--- src/design/dual_mac_pkg.sv ---
// shared constants and types of the dual multiply datapath
package dual_mac_pkg;
  // ==========================================================
  // widths
  localparam int DATA_W = 16;
  localparam int ADDR_W = 16;
  localparam int ACC_W = 40;
  localparam int EXT_W = 17;
  localparam int NUM_ACC = 4;
  localparam int ACC_IDX_W = 2;
  localparam int RPT_W = 16;
  localparam int OPC_W = 32;
  localparam int BUS_AW = 8;
  localparam int BUS_DW = 32;
  localparam int BUS_BE = 4;
  localparam int BYTE_W = 8;
  // ==========================================================
  // instruction word fields
  localparam logic [7:0] OPC_FIRST = 8'hfd;
  localparam logic [3:0] OPC_SHARED = 4'h0;
  localparam logic [3:0] OPC_LONG = 4'h4;
  localparam int OPC_FIRST_MSB = 31;
  localparam int OPC_FIRST_LSB = 24;
  localparam int OPC_ADDR_MSB = 23;
  localparam int OPC_ADDR_LSB = 17;
  localparam int OPC_DMODE_MSB = 18;
  localparam int OPC_DMODE_LSB = 17;
  localparam int OPC_IND_BIT = 16;
  localparam int OPC_VAR_MSB = 15;
  localparam int OPC_VAR_LSB = 12;
  localparam int OPC_PAD_MSB = 11;
  localparam int OPC_PAD_LSB = 10;
  localparam int OPC_CMODE_MSB = 9;
  localparam int OPC_CMODE_LSB = 8;
  localparam int OPC_OPT_MSB = 7;
  localparam logic [1:0] MODE_KEEP = 2'h0;
  localparam logic [1:0] MODE_INC = 2'h1;
  localparam logic [1:0] MODE_DEC = 2'h2;
  localparam logic [ADDR_W-1:0] STEP_ONE = 16'h0001;
  localparam logic [ADDR_W-1:0] STEP_PAIR = 16'h0002;
  localparam logic [ADDR_W-1:0] PAIR_FLIP = 16'h0001;
  // ==========================================================
  // register map (byte addresses)
  localparam logic [BUS_AW-1:0] CTRL_OFS = 8'h00;
  localparam logic [BUS_AW-1:0] OPCODE_OFS = 8'h04;
  localparam logic [BUS_AW-1:0] REPEAT_OFS = 8'h08;
  localparam logic [BUS_AW-1:0] STATUS_OFS = 8'h0c;
  localparam logic [BUS_AW-1:0] DPTR_OFS = 8'h10;
  localparam logic [BUS_AW-1:0] CPTR_OFS = 8'h14;
  localparam logic [2:0] ACC_REGION = 3'h1;
  localparam int ACC_REGION_MSB = 7;
  localparam int ACC_REGION_LSB = 5;
  localparam int ACC_IDX_MSB = 4;
  localparam int ACC_IDX_LSB = 3;
  localparam int ACC_HI_BIT = 2;
  // ==========================================================
  // arithmetic constants
  localparam logic [EXT_W-1:0] OPND_MIN = 17'h18000;
  localparam logic [ACC_W-1:0] PROD_SAT = 40'h007fffffff;
  localparam logic [ACC_W:0] RND_ADD = 41'h00000008000;
  localparam logic [15:0] RND_HALF = 16'h8000;
  localparam int RND_LSB = 16;
  localparam int SIGN32_LSB = 31;
  localparam logic [ACC_W-1:0] SAT_POS_32 = 40'h007fffffff;
  localparam logic [ACC_W-1:0] SAT_NEG_32 = 40'hff80000000;
  localparam logic [ACC_W-1:0] SAT_POS_40 = 40'h7fffffffff;
  localparam logic [ACC_W-1:0] SAT_NEG_40 = 40'h8000000000;
  // ==========================================================
  // types
  typedef struct packed {
    logic sign_extension_mode; logic saturation_mode; logic rounding_mode; logic m40; logic multiply_saturation_mode; logic fractional_mode;
  } mode_s;
  localparam int MODE_W = 6;
  localparam mode_s MODE_RESET = 6'h20;
  typedef struct packed {
    logic [ACC_IDX_W-1:0] acc_x; logic [ACC_IDX_W-1:0] acc_y;
    logic uns_data; logic uns_coef; logic forty; logic rnd;
  } opt_s;
  typedef struct packed {
    logic [NUM_ACC-1:0] ovf; logic [1:0] pad; logic illegal; logic busy;
  } status_s;
  localparam int STATUS_W = 8;
  typedef struct packed {
    logic [ADDR_W-1:0] data_addr; logic [ADDR_W-1:0] data_pair_addr;
    logic data_rd; logic data_pair_rd;
    logic [ADDR_W-1:0] coef_addr; logic [ADDR_W-1:0] coef_pair_addr;
    logic coef_rd;
  } mem_req_s;
  typedef struct packed {
    logic [DATA_W-1:0] d_read_bus; logic [DATA_W-1:0] c_read_bus;
    logic [DATA_W-1:0] b_read_bus; logic [DATA_W-1:0] b2_read_bus;
  } mem_rsp_s;
endpackage

--- src/design/mac_unit.sv ---
// one multiply unit: widen, multiply, scale, round, overflow, saturate
`timescale 1ns/1ps
`default_nettype none
module mac_unit (
  input wire logic [dual_mac_pkg::DATA_W-1:0] data_in,
  input wire logic [dual_mac_pkg::DATA_W-1:0] coef_in,
  input wire logic uns_data,
  input wire logic uns_coef,
  input wire dual_mac_pkg::mode_s mode,
  input wire logic rnd,
  input wire logic forty,
  output logic [dual_mac_pkg::ACC_W-1:0] result,
  output logic overflow
);
  import dual_mac_pkg::*;

  // zero fill when unsigned or when sign extension mode is off
  function automatic logic [EXT_W-1:0] widen(
    input logic [DATA_W-1:0] v, input logic uns, input logic sign_extension_mode);
    return {~uns & sign_extension_mode & v[DATA_W-1], v}; // RQ9 RQ21
  endfunction

  logic [EXT_W-1:0] op_a;
  logic [EXT_W-1:0] op_b;
  logic signed [2*EXT_W-1:0] prod;
  logic [ACC_W-1:0] ext;
  logic [ACC_W-1:0] scaled;
  logic [ACC_W:0] sum;
  logic [ACC_W-1:0] rounded;
  logic m40_eff;
  logic ovf32;
  logic ovf40;
  logic neg;

  always_comb begin
    op_a = widen(data_in, uns_data, mode.sign_extension_mode);
    op_b = widen(coef_in, uns_coef, mode.sign_extension_mode);
    prod = $signed(op_a) * $signed(op_b);
    ext = {{(ACC_W-2*EXT_W){prod[2*EXT_W-1]}}, prod}; // RQ12
    scaled = mode.fractional_mode ? {ext[ACC_W-2:0], 1'b0} : ext; // RQ10
    // with signed operands only (-1)*(-1) in fractional mode can leave the signed range
    if (mode.fractional_mode && mode.multiply_saturation_mode && op_a == OPND_MIN && op_b == OPND_MIN) begin
      scaled = PROD_SAT; // RQ11
    end
    sum = {scaled[ACC_W-1], scaled};
    if (rnd) begin
      sum = sum + RND_ADD; // RQ13
      sum[RND_LSB-1:0] = '0;
      if (mode.rounding_mode && scaled[RND_LSB-1:0] == RND_HALF) begin
        sum[RND_LSB] = 1'b0; // RQ13
      end
    end
    rounded = sum[ACC_W-1:0];
    m40_eff = mode.m40 | forty; // RQ16
    ovf40 = sum[ACC_W] ^ sum[ACC_W-1];
    ovf32 = ~(&rounded[ACC_W-1:SIGN32_LSB]) & (|rounded[ACC_W-1:SIGN32_LSB]);
    overflow = m40_eff ? ovf40 : ovf32; // RQ14
    neg = m40_eff ? sum[ACC_W] : rounded[ACC_W-1];
    result = rounded;
    if (overflow && mode.saturation_mode) begin
      if (m40_eff) begin
        result = neg ? SAT_NEG_40 : SAT_POS_40; // RQ15
      end else begin
        result = neg ? SAT_NEG_32 : SAT_POS_32; // RQ15
      end
    end
  end
endmodule
`default_nettype wire

--- src/design/dual_mac_core.sv ---
// dual multiply datapath with avalon-mm register access
//
// Design decisions made here: the Avalon-MM interface to the registers and the register offsets.
`timescale 1ns/1ps
`default_nettype none
// ==========================================================
// Functional notes
// RQ1 - both products are computed and written in one execute cycle
// RQ2 - shared-operand form: first byte fd, third byte upper nibble 0000
// RQ3 - long-data form: same word but third byte upper nibble 0100
// RQ4 - shared form reads one data word on d bus for both units
// RQ5 - high coefficient at ea via b2 bus into second unit, to acy
// RQ6 - low halves at ea xor 1; low coefficient via b bus to acx
// RQ7 - long form high data at ea on c bus into second unit
// RQ8 - long form low data at partner address on d bus, first unit
// RQ9 - operands widen to 17 bits, zero fill when unsigned
// RQ10 - fractional mode doubles each product
// RQ11 - multiply saturation mode clamps the minus-one squared case
// RQ12 - product sign extends to 40 bits
// RQ13 - optional rounding, biased or unbiased by rounding mode
// RQ14 - overflow at 32 or 40 bits sets the accumulator flag
// RQ15 - saturation mode clamps an overflowed accumulator
// RQ16 - forty keyword forces 40-bit mode for one instruction only
// RQ17 - software keeps coefficients in internal memory only
// RQ18 - the instruction may be repeated by a repeat count
// RQ19 - pointers on long pairs step by two
// RQ20 - single data pointer post-decrement steps by one
// RQ21 - without unsigned, sign extension follows sign extension mode
// RQ22 - both accumulators and flags update in the same cycle
module dual_mac_core (
  input wire logic clk,
  input wire logic sys_rst,
  input wire logic [dual_mac_pkg::BUS_AW-1:0] address,
  input wire logic read,
  input wire logic write,
  input wire logic [dual_mac_pkg::BUS_DW-1:0] writedata,
  input wire logic [dual_mac_pkg::BUS_BE-1:0] byteenable,
  output logic [dual_mac_pkg::BUS_DW-1:0] readdata,
  output logic waitrequest,
  output dual_mac_pkg::mem_req_s mem_req,
  input wire dual_mac_pkg::mem_rsp_s mem_rsp
);
  import dual_mac_pkg::*;

  typedef enum logic [1:0] {ST_IDLE, ST_ISSUE, ST_FETCH, ST_EXEC} state_e;

  state_e state_reg;
  mode_s mode_reg;
  logic [OPC_W-1:0] op_reg;
  logic [RPT_W-1:0] rpt_reg;
  logic [RPT_W-1:0] rpt_left_reg;
  logic illegal_reg;
  logic [ADDR_W-1:0] dptr_reg;
  logic [ADDR_W-1:0] cptr_reg;
  mem_req_s mem_req_reg;
  logic [BUS_DW-1:0] readdata_reg;
  logic waitrequest_reg;
  logic [NUM_ACC-1:0] ovf_flags;
  logic [ACC_W-1:0] acc_val [NUM_ACC];

  assign readdata = readdata_reg;
  assign waitrequest = waitrequest_reg;
  assign mem_req = mem_req_reg;

  // ==========================================================
  // decode of the held instruction word
  opt_s opt;
  logic long_mode;
  logic indirect;
  logic [1:0] dmode;
  logic [1:0] cmode;
  logic [ADDR_W-1:0] data_ea;

  always_comb begin
    long_mode = op_reg[OPC_VAR_MSB:OPC_VAR_LSB] == OPC_LONG; // RQ3
    indirect = op_reg[OPC_IND_BIT];
    dmode = op_reg[OPC_DMODE_MSB:OPC_DMODE_LSB];
    cmode = op_reg[OPC_CMODE_MSB:OPC_CMODE_LSB];
    opt = opt_s'(op_reg[OPC_OPT_MSB:0]);
    data_ea = indirect ? dptr_reg
                       : ADDR_W'(op_reg[OPC_ADDR_MSB:OPC_ADDR_LSB]);
  end

  // ==========================================================
  // avalon-mm slave
  logic busy;
  logic exec;
  logic bus_req;
  logic bus_ok;
  logic wr_fire;
  logic acc_region;
  logic [ACC_IDX_W-1:0] acc_sel;
  logic [BUS_DW-1:0] rd_value;
  logic [BUS_DW-1:0] be_mask;
  logic [BUS_DW-1:0] wr_value;
  status_s status_rd;
  status_s status_wr;

  assign busy = state_reg != ST_IDLE;
  assign exec = state_reg == ST_EXEC;
  assign bus_req = read | write;
  // writes wait while an instruction runs so operands cannot shift under it
  assign bus_ok = read | (write & ~busy);
  assign wr_fire = write & ~waitrequest_reg;
  assign acc_region =
    address[ACC_REGION_MSB:ACC_REGION_LSB] == ACC_REGION;
  assign acc_sel = address[ACC_IDX_MSB:ACC_IDX_LSB];
  assign status_wr = status_s'(wr_value[STATUS_W-1:0]);

  always_comb begin
    status_rd = '0;
    status_rd.ovf = ovf_flags;
    status_rd.illegal = illegal_reg;
    status_rd.busy = busy;
    rd_value = '0;
    case (address)
      CTRL_OFS: rd_value = BUS_DW'(mode_reg);
      OPCODE_OFS: rd_value = op_reg;
      REPEAT_OFS: rd_value = BUS_DW'(rpt_reg);
      STATUS_OFS: rd_value = BUS_DW'(status_rd);
      DPTR_OFS: rd_value = BUS_DW'(dptr_reg);
      CPTR_OFS: rd_value = BUS_DW'(cptr_reg);
      default: begin
        if (acc_region && address[ACC_HI_BIT]) begin
          rd_value = BUS_DW'(acc_val[acc_sel][ACC_W-1:BUS_DW]);
        end else if (acc_region) begin
          rd_value = acc_val[acc_sel][BUS_DW-1:0];
        end
      end
    endcase
    for (int b = 0; b < BUS_BE; b++) begin
      be_mask[b*BYTE_W +: BYTE_W] = {BYTE_W{byteenable[b]}};
    end
    wr_value = (rd_value & ~be_mask) | (writedata & be_mask);
  end

  // one wait cycle per read or idle-time write, answer in the next
  always_ff @(posedge clk) begin
    if (sys_rst) begin
      waitrequest_reg <= 1'b1;
      readdata_reg <= '0;
    end else if (bus_req && waitrequest_reg && bus_ok) begin
      waitrequest_reg <= 1'b0;
      readdata_reg <= rd_value;
    end else begin
      waitrequest_reg <= 1'b1;
    end
  end

  // ==========================================================
  // control registers
  logic legal_op;
  logic start;
  logic exec_more;

  assign legal_op =
    wr_value[OPC_FIRST_MSB:OPC_FIRST_LSB] == OPC_FIRST && // RQ2
    wr_value[OPC_PAD_MSB:OPC_PAD_LSB] == '0 &&
    (wr_value[OPC_VAR_MSB:OPC_VAR_LSB] == OPC_SHARED || // RQ2
     wr_value[OPC_VAR_MSB:OPC_VAR_LSB] == OPC_LONG); // RQ3
  assign start = wr_fire && address == OPCODE_OFS && legal_op;
  assign exec_more = rpt_left_reg != '0;

  // the forty keyword never reaches mode_reg
  always_ff @(posedge clk) begin
    if (sys_rst) begin
      mode_reg <= MODE_RESET; // RQ16
      rpt_reg <= '0;
      op_reg <= '0;
    end else if (wr_fire) begin
      if (address == CTRL_OFS) begin
        mode_reg <= mode_s'(wr_value[MODE_W-1:0]);
      end
      if (address == REPEAT_OFS) begin
        rpt_reg <= wr_value[RPT_W-1:0];
      end
      if (address == OPCODE_OFS) begin
        op_reg <= wr_value;
      end
    end
  end

  always_ff @(posedge clk) begin
    if (sys_rst) begin
      illegal_reg <= 1'b0;
    end else if (wr_fire && address == OPCODE_OFS && !legal_op) begin
      illegal_reg <= 1'b1;
    end else if (wr_fire && address == STATUS_OFS && status_wr.illegal) begin
      illegal_reg <= 1'b0;
    end
  end

  // ==========================================================
  // sequencer: issue, fetch, execute; repeat loops back to issue
  always_ff @(posedge clk) begin
    if (sys_rst) begin
      state_reg <= ST_IDLE;
    end else begin
      case (state_reg)
        ST_IDLE: state_reg <= start ? ST_ISSUE : ST_IDLE;
        ST_ISSUE: state_reg <= ST_FETCH;
        ST_FETCH: state_reg <= ST_EXEC; // RQ1
        ST_EXEC: state_reg <= exec_more ? ST_ISSUE : ST_IDLE; // RQ18
        default: state_reg <= ST_IDLE;
      endcase
    end
  end

  always_ff @(posedge clk) begin
    if (sys_rst) begin
      rpt_left_reg <= '0;
    end else if (start) begin
      rpt_left_reg <= rpt_reg;
    end else if (exec && exec_more) begin
      rpt_left_reg <= rpt_left_reg - RPT_W'(1); // RQ18
    end
  end

  // request stands for the fetch cycle only; data return one cycle later
  always_ff @(posedge clk) begin
    if (sys_rst) begin
      mem_req_reg <= '0;
    end else if (state_reg == ST_ISSUE) begin
      mem_req_reg.data_addr <= data_ea; // RQ4 RQ7
      mem_req_reg.data_pair_addr <= data_ea ^ PAIR_FLIP; // RQ8
      mem_req_reg.data_rd <= 1'b1;
      mem_req_reg.data_pair_rd <= long_mode; // RQ8
      mem_req_reg.coef_addr <= cptr_reg; // RQ5
      mem_req_reg.coef_pair_addr <= cptr_reg ^ PAIR_FLIP; // RQ6
      mem_req_reg.coef_rd <= 1'b1;
    end else begin
      mem_req_reg <= '0;
    end
  end

  // ==========================================================
  // pointers
  function automatic logic [ADDR_W-1:0] post_mod(
    input logic [ADDR_W-1:0] p, input logic [1:0] m,
    input logic [ADDR_W-1:0] step);
    case (m)
      MODE_INC: return p + step;
      MODE_DEC: return p - step;
      default: return p;
    endcase
  endfunction

  always_ff @(posedge clk) begin
    if (sys_rst) begin
      dptr_reg <= '0;
    end else if (exec && indirect) begin
      dptr_reg <= post_mod(dptr_reg, dmode,
                           long_mode ? STEP_PAIR : STEP_ONE); // RQ19 RQ20
    end else if (wr_fire && address == DPTR_OFS) begin
      dptr_reg <= wr_value[ADDR_W-1:0];
    end
  end

  always_ff @(posedge clk) begin
    if (sys_rst) begin
      cptr_reg <= '0;
    end else if (exec) begin
      cptr_reg <= post_mod(cptr_reg, cmode, STEP_PAIR); // RQ19
    end else if (wr_fire && address == CPTR_OFS) begin
      cptr_reg <= wr_value[ADDR_W-1:0];
    end
  end

  // ==========================================================
  // the two multiply units run side by side
  logic [ACC_W-1:0] res_first;
  logic [ACC_W-1:0] res_second;
  logic ovf_first;
  logic ovf_second;
  logic [DATA_W-1:0] second_data;

  assign second_data = long_mode ? mem_rsp.c_read_bus // RQ7
                                 : mem_rsp.d_read_bus; // RQ4

  mac_unit first_multiplier_unit (
    .data_in(mem_rsp.d_read_bus),
    .coef_in(mem_rsp.b_read_bus),
    .uns_data(opt.uns_data),
    .uns_coef(opt.uns_coef),
    .mode(mode_reg),
    .rnd(opt.rnd),
    .forty(opt.forty),
    .result(res_first),
    .overflow(ovf_first)
  );

  mac_unit second_multiplier_unit (
    .data_in(second_data),
    .coef_in(mem_rsp.b2_read_bus),
    .uns_data(opt.uns_data),
    .uns_coef(opt.uns_coef),
    .mode(mode_reg),
    .rnd(opt.rnd),
    .forty(opt.forty),
    .result(res_second),
    .overflow(ovf_second)
  );

  // ==========================================================
  // accumulators and overflow flags
  // if both destinations name one accumulator the second unit wins
  for (genvar i = 0; i < NUM_ACC; i++) begin : g_acc
    logic hit_x;
    logic hit_y;
    logic bus_hit;
    logic [ACC_W-1:0] acc_bit_reg;
    logic ovf_bit_reg;

    assign hit_x = exec && opt.acc_x == ACC_IDX_W'(i);
    assign hit_y = exec && opt.acc_y == ACC_IDX_W'(i);
    assign bus_hit = wr_fire && acc_region && acc_sel == ACC_IDX_W'(i);
    assign acc_val[i] = acc_bit_reg;
    assign ovf_flags[i] = ovf_bit_reg;

    always_ff @(posedge clk) begin
      if (sys_rst) begin
        acc_bit_reg <= '0;
      end else if (hit_y) begin
        acc_bit_reg <= res_second; // RQ5 RQ22
      end else if (hit_x) begin
        acc_bit_reg <= res_first; // RQ6 RQ22
      end else if (bus_hit && address[ACC_HI_BIT]) begin
        acc_bit_reg[ACC_W-1:BUS_DW] <= wr_value[ACC_W-BUS_DW-1:0];
      end else if (bus_hit) begin
        acc_bit_reg[BUS_DW-1:0] <= wr_value;
      end
    end

    // a new overflow beats a write-one clear in the same cycle
    always_ff @(posedge clk) begin
      if (sys_rst) begin
        ovf_bit_reg <= 1'b0;
      end else if (hit_y ? ovf_second : (hit_x && ovf_first)) begin
        ovf_bit_reg <= 1'b1; // RQ14 RQ22
      end else if (wr_fire && address == STATUS_OFS && status_wr.ovf[i]) begin
        ovf_bit_reg <= 1'b0;
      end
    end
  end
endmodule
`default_nettype wire

--- config.mk ---
export PLATFORM = sky130hd
export DESIGN_NAME = dual_mac_core
export DESIGN_NICKNAME = d
export VERILOG_FILES = /design/src/design/dual_mac_pkg.sv /design/src/design/mac_unit.sv /design/src/design/dual_mac_core.sv
export SDC_FILE = /design/constraint.sdc
export NUM_CORES = 2
export LEC_CHECK = 0
export BUFFER_PORTS_ARGS = -buffer_cell sky130_fd_sc_hd__buf_2
export CELL_PAD_IN_SITES_DETAIL_PLACEMENT = 1
export CELL_PAD_IN_SITES_GLOBAL_PLACEMENT = 1
export CORE_AREA = 5 5 444 227
export DETAILED_ROUTE_END_ITERATION = 12
export DIE_AREA = 0 0 449 232
export PLACE_DENSITY_LB_ADDON = 0.1
export SLEW_MARGIN = 10
export SYNTH_ARGS = -nofsm -noshare
export SYNTH_HDL_FRONTEND = slang
export SYNTH_SLANG_ARGS = --single-unit
--- constraint.sdc ---
create_clock -name clk -period 15.03 [get_ports clk]
set_input_delay 3.006 -clock clk [delete_from_list [all_inputs] [get_ports clk]]
set_output_delay 3.006 -clock clk [all_outputs]
set_load 0.01 [all_outputs]
Word-level counts from Yosys, hierarchy flattened

Index checks and enable logic that the tools add are counted.

Order comparisons: 1
$mul: 2
Bitwise gates (word level): 29
Add/subtract/negate cells: 7
Equality and inequality tests: 37
Reduce and logical (&&, ||, !) cells: 89
Muxes and demuxes: 76

Operators by type and width:

| cell                     | count |
|---|---|
| $mux W40                 | 20 |
| $mux W32                 | 10 |
| $pmux W32 S6             | 1 |
| $mux W16                 | 8 |
| $add A40 B17 Y41 const B | 2 |
| $mux W41                 | 2 |
| $bmux W40 S2             | 1 |
| $eq A17 B17 Y1 const B   | 4 |
| $mul A17 B17 Y34         | 2 |
| $mux W34                 | 2 |
| $and A32 B32 Y32         | 2 |
| $pmux W16 S2             | 2 |
| $logic_and A1 B1 Y1      | 48 |
| $mux W35                 | 1 |
| $eq A16 B16 Y1 const B   | 2 |
| $mux W8                  | 4 |
| $not A32 Y32             | 1 |
| $or A32 B32 Y32          | 1 |
| $reduce_bool A3 Y1       | 8 |
| $mux W1                  | 23 |
| $eq A2 B2 Y1 const B     | 10 |
| $reduce_and A2 Y1        | 9 |
| $reduce_and A9 Y1        | 2 |
| $reduce_bool A2 Y1       | 9 |
| 30 further kinds         | 67 |

Input port bits: 112
Output and inout port bits: 100
Word-level logic and storage cells: 275
Register bits after elaboration: 369

Logic depth before layout (Yosys ltp)

Word-level depth: 19
Mapped depth: 40
Gate-level depth less buffers: 35

By module

A second synthesis with hierarchy kept.

Cell total of the unflattened synthesis: 5707
Area total of the unflattened synthesis: 46031.6 sq um

Modules (own cells, without submodules):

| module                            | cells an instance | times used | seq. area each (sq um) | area an instance (sq um) |
|---|---|---|---|---|
| dual_mac_core                     | 2484              | 1          | 6766.5                 | 19159.6 |
| mac_unit (second_multiplier_unit) | 1631              | 1          | 0.0                    | 13464.2 |
| mac_unit (first_multiplier_unit)  | 1592              | 1          | 0.0                    | 13407.9 |

Worst setup path after synthesis

OpenSTA, ideal clock, no wires.

Path kind: input to register
Start: in mem_rsp[63] (netlist name)
End: reg g_acc[1].acc_bit_reg[34]
Cell stages on the path: 33
Path buffers: 5
Data required time: 14.882 ns
Library setup time: 0.148 ns
Arrival time: 11.628 ns
Path slack: 3.255 ns
Path through: and3b_1 clkbuf_1 mux2_2 clkbuf_1 clkbuf_1 nand2_1 fa_1 fa_1 inv_1 fa_1 fa_1 fa_1 inv_1 fa_1 inv_1 ha_1 clkbuf_1 a21oi_1 o211ai_1 a211oi_1 a21oi_1 xnor2_1 nand4b_1 or3_1 nor3_2 and3_1 mux2_2 a211o_1 and2_1 buf_2 nand3_2 a21boi_1 a2111oi_2

Word-level cells in the longest chain between the ends: 15
Elaborated cells between the ends (all ways): 45
Those cells by class: add/sub: 2; mul: 2; eq/ne: 2; mux: 21; bitwise: 8; reduce/logical: 10

RTL lines:

| element                                                                   | line                 | text |
|---|---|---|
| from (decl)                                                               | dual_mac_core.sv:41  | `input wire dual_mac_pkg::mem_rsp_s mem_rsp` |
| parallel branches: the longest is 14 deep, another holds $add A40 B17 Y41 | --                   |  |
| $mux W40 *                                                                | dual_mac_core.sv:323 | `end else if (hit_y) begin` |
| to (signal assigned)                                                      | dual_mac_core.sv:324 | `acc_bit_reg <= res_second;` |
| to (signal assigned)                                                      | dual_mac_core.sv:326 | `acc_bit_reg <= res_first;` |
| to (signal, indexed assignment)                                           | dual_mac_core.sv:328 | `acc_bit_reg[ACC_W-1:BUS_DW] <= wr_value[ACC_W-BUS_DW-1:0];` |
| to (decl)                                                                 | dual_mac_core.sv:311 | `logic [ACC_W-1:0] acc_bit_reg;` |

Every way passes the cells marked *.
A chain may end at the register's enable or synchronous reset.

Final worst setup path

Start: in mem_rsp[63] (netlist name)
End: reg g_acc[3].acc_bit_reg[1]

Word-level cells in the longest chain between the ends: 15
Elaborated cells between the ends (all ways): 45
Those cells by class: add/sub: 2; mul: 2; eq/ne: 2; mux: 21; bitwise: 8; reduce/logical: 10

RTL lines:

| element                                                                   | line |
|---|---|
| parallel branches: the longest is 14 deep, another holds $add A40 B17 Y41 | -- |
| $mux W40 *                                                                | dual_mac_core.sv:323 |
| to (signal assigned)                                                      | dual_mac_core.sv:324 |
| to (signal assigned)                                                      | dual_mac_core.sv:326 |
| to (signal, indexed assignment)                                           | dual_mac_core.sv:328 |
| to (decl)                                                                 | dual_mac_core.sv:311 |

Marks and branches as above.

==> run metrics <==
number of synthesized flops with an enable pin=0; RePlAce Congestion=1.015; Max Slew Vio Count=0; I/O pin total=212; fraction of the mapped netlist area in compound gates=17.10%; register bit count reported by yosys=338; Tcrit/Tclk final=92.46%; fin crit period=13900 ps; setup TNS=0 ps; Starting Density=46.55%; Slowest cell on crit path=a21boi_0; drt first-iter violations=5581; WHS Endpoint=readdata[13]$_SDFFE_PP0P_; Fill cells=11680; register area share after synthesis=15.03%; Placed Area=46900 um^2; die area=104200 um^2; Final Hold Viols=0; crit start category=input port; Register Area=6770 um^2; synth warn=0; CP endpoint kind=flop; Area growth syn-to-layout=6.552%; origin of the critical flop-to-flop path=op_reg[12]$_SDFFE_PP0P_; endpoints failing setup=0; Final WS setup=1133 ps; Clock transition at path regs=90 ps; Post-Synth Simple-Gate Area=19.82%; layout cells sized above 1=9.212%; Mapped Area=45010 um^2; DR WL/cell=28.29 um; HPWL after DPL=152000 um; first-pass GRT wire length=285900 um; CTS HTree Levels=1; Total Wirelength=192100 um; max reg flops=160; cts hold-fix bufs=0; Mapped Cells=5523; Crit Path Max Fanout=23; Root Driver=clkbuf_16; GRT Total Usage=36.21%; skew final=23.96 ps; top_reg_cell synth=dfxtp_1; max-cap violations=0; min-delay src=readdata[13]$_SDFFE_PP0P_; Die H=232 um; post-synthesis xor/xnor area fraction=2.179%; # clock sinks=338; post-route antenna net violation count=0; Worst Hold Class=flop to flop; largest net degree at the start of global routing=89; nets=6383; vias per inst=6.318; unrepaired setup endpoints after global routing=false; area of the core=96690 um^2; mux cell area share after synthesis=4.281%; Reg2Reg Setup Slack=2290 ps; via count=42890; Worst EP required=15550 ps; status=finished, final reports clean; grt total ovfl=0; # resized after CTS=0; Critical Path AT=14420 ps; syn_area_per_cell=8.149 um^2; clock buffer count from CTS=29; Mapped Nets=6435; vias in the first global route=43110; DR pass1 iterations=8; combinational family with the most area after synthesis=adder cells; WHS Path Cells=2; TritonCTS clock tree=yes; initial antenna violation count=10; later-pin clock latency in the skew report=620 ps; Rows=81; R2R Path End=g_acc[3].acc_bit_reg[1]$_SDFFE_PP0P_; Slew HR=10.78%; Die Width=449 um; most used cell, CP=fa_1; Placement Setup Slack=899.9 ps; adder-cell share of the synthesized area=32.15%; Slew @ Worst Pin=1312 ps; Post-synth ARST share=0%; max frequency=71.96 MHz; library cells used by synthesis=105; post-route cell area=47960 um^2; Clock Tree Buf Depth=3; critical setup path kind=input port to flop; Crit path largest cell delay=840 ps; DRC viols=0; Setup Fix Bufs, Post-CTS=0; Multi-input gate area=34110 um^2; I/O Buffers=211; R2R depth=34
==> synthesized netlist by cell type, types with 22 or more instances <==
master	count	area share, %
clkbuf_1	308	2.6
buf_2	26	0.29
a22oi_1	28	0.47
nor3_1	120	1.3
o22ai_1	30	0.42
a211oi_1	108	1.8
o21ai_0	255	2.8
a21o_1	24	0.40
nor2_1	496	4.1
a311oi_1	43	0.84
o221ai_1	22	0.43
xnor2_1	78	1.5
ha_1	206	5.7
buf_4	34	0.57
nand2b_1	30	0.42
mux2i_1	71	1.6
fa_1	594	26
o31ai_1	24	0.40
nor4_1	34	0.47
or3_1	23	0.32
nand4_1	24	0.33
and3_1	31	0.43
xor2_1	34	0.66
o21a_1	28	0.47
mux2_2	28	0.70
nand3_1	78	0.87
inv_1	685	5.7
and2_1	282	3.9
a21oi_1	267	3.0
o211ai_1	62	1.0
nor2b_1	38	0.53
mux4_2	40	2.0
dfxtp_1	338	15
a31oi_1	40	0.56
nand2_1	661	5.5
==> stage by stage <==
stage	std cells	hold slack [ps]	utilization (%)
floorplan	5523	418.0	-
global placement	6726	442.2	48.50
detailed placement	6726	447.4	48.50
finish	6789	456.9	49.60
global route	6779	477.2	49.58
CTS	6779	458.3	49.57
==> cells in the final DEF, fill, tap and decap left out, types with 29 or more instances in the layout <==
master / synthesis / final
buf_4: 34 / 99
a211oi_1: 108 / 108
nand3_1: 78 / 78
xnor2_1: 78 / 78
nand2_1: 661 / 659
dfxtp_1: 338 / 337
a311oi_1: 43 / 43
ha_1: 206 / 206
xor2_1: 34 / 34
nand2b_1: 30 / 30
fa_1: 594 / 594
nor3_1: 120 / 117
and2_1: 282 / 282
a21oi_1: 267 / 267
nor2_1: 496 / 489
nor2b_1: 38 / 38
and3_1: 31 / 31
clkbuf_16: 0 / 29
inv_1: 685 / 685
o211ai_1: 62 / 62
buf_2: 26 / 209
o21ai_0: 255 / 252
a31oi_1: 40 / 39
mux4_2: 40 / 40
nor4_1: 34 / 34
mux2i_1: 71 / 68
o22ai_1: 30 / 30
==> area by class of cell <==
cell class | count | share of cell area, %
clock inverters | 20 | 0.5270
multi-input cells | 4103 | 71.13
clock buffers | 33 | 1.628
diodes | 10 | 0.05218
flip-flops and latches | 338 | 14.12
repair buffers | 310 | 3.801
well taps | 1286 | 3.355
inverters | 689 | 5.393
==> worst max-delay path by stage <==
| stage | cells after the start | from | slack [ps] | endpoint |
|---|---|---|---|---|
| global route | 31 | mem_rsp[63] | 720 | g_acc[3].acc_bit_reg[30]$_SDFFE_PP0P_ |
| floorplan | 33 | mem_rsp[63] | 3250 | g_acc[1].acc_bit_reg[34]$_SDFFE_PP0P_ |
| detailed placement | 31 | mem_rsp[63] | 900 | g_acc[0].acc_bit_reg[26]$_SDFFE_PP0P_ |
| global placement | 30 | mem_rsp[63] | 1230 | g_acc[3].acc_bit_reg[1]$_SDFFE_PP0P_ |
| CTS | 31 | mem_rsp[63] | 1510 | g_acc[0].acc_bit_reg[26]$_SDFFE_PP0P_ |
| finish | 30 | mem_rsp[63] | 1130 | g_acc[3].acc_bit_reg[1]$_SDFFE_PP0P_ |
==> critical path, delay by kind of cell <==
family | cells | cell delay (ps)
AOI/OAI and AO/OA | 9 | 4000
adders and majority gates | 7 | 3720
and+or+nand+nor | 6 | 1520
buffers and inverters | 5 | 1040
muxes | 2 | 840
xor gates and xnor gates | 1 | 230
==> layer usage <==
metal,track usage [%],vias up,routed length (um)
li1,-,18280,-
met1,55.70,21930,88420
met2,46.85,2462,71040
met3,16.71,207,30480
met4,3.592,6,2059
met5,0,-,52
==> kinds of logic after synthesis <==
| family | Yosys count |
|---|---|
| mux | 139 |
| buf+inv | 1082 |
| compound gates | 1155 |
| xor+xnor | 112 |
| simple gates | 1897 |
| fa+ha+maj | 800 |
| flops | 338 |
Power is left out: the tool's default activity adds up to more than one toggle a clock period on the data nets, which glitch-free logic cannot reach.
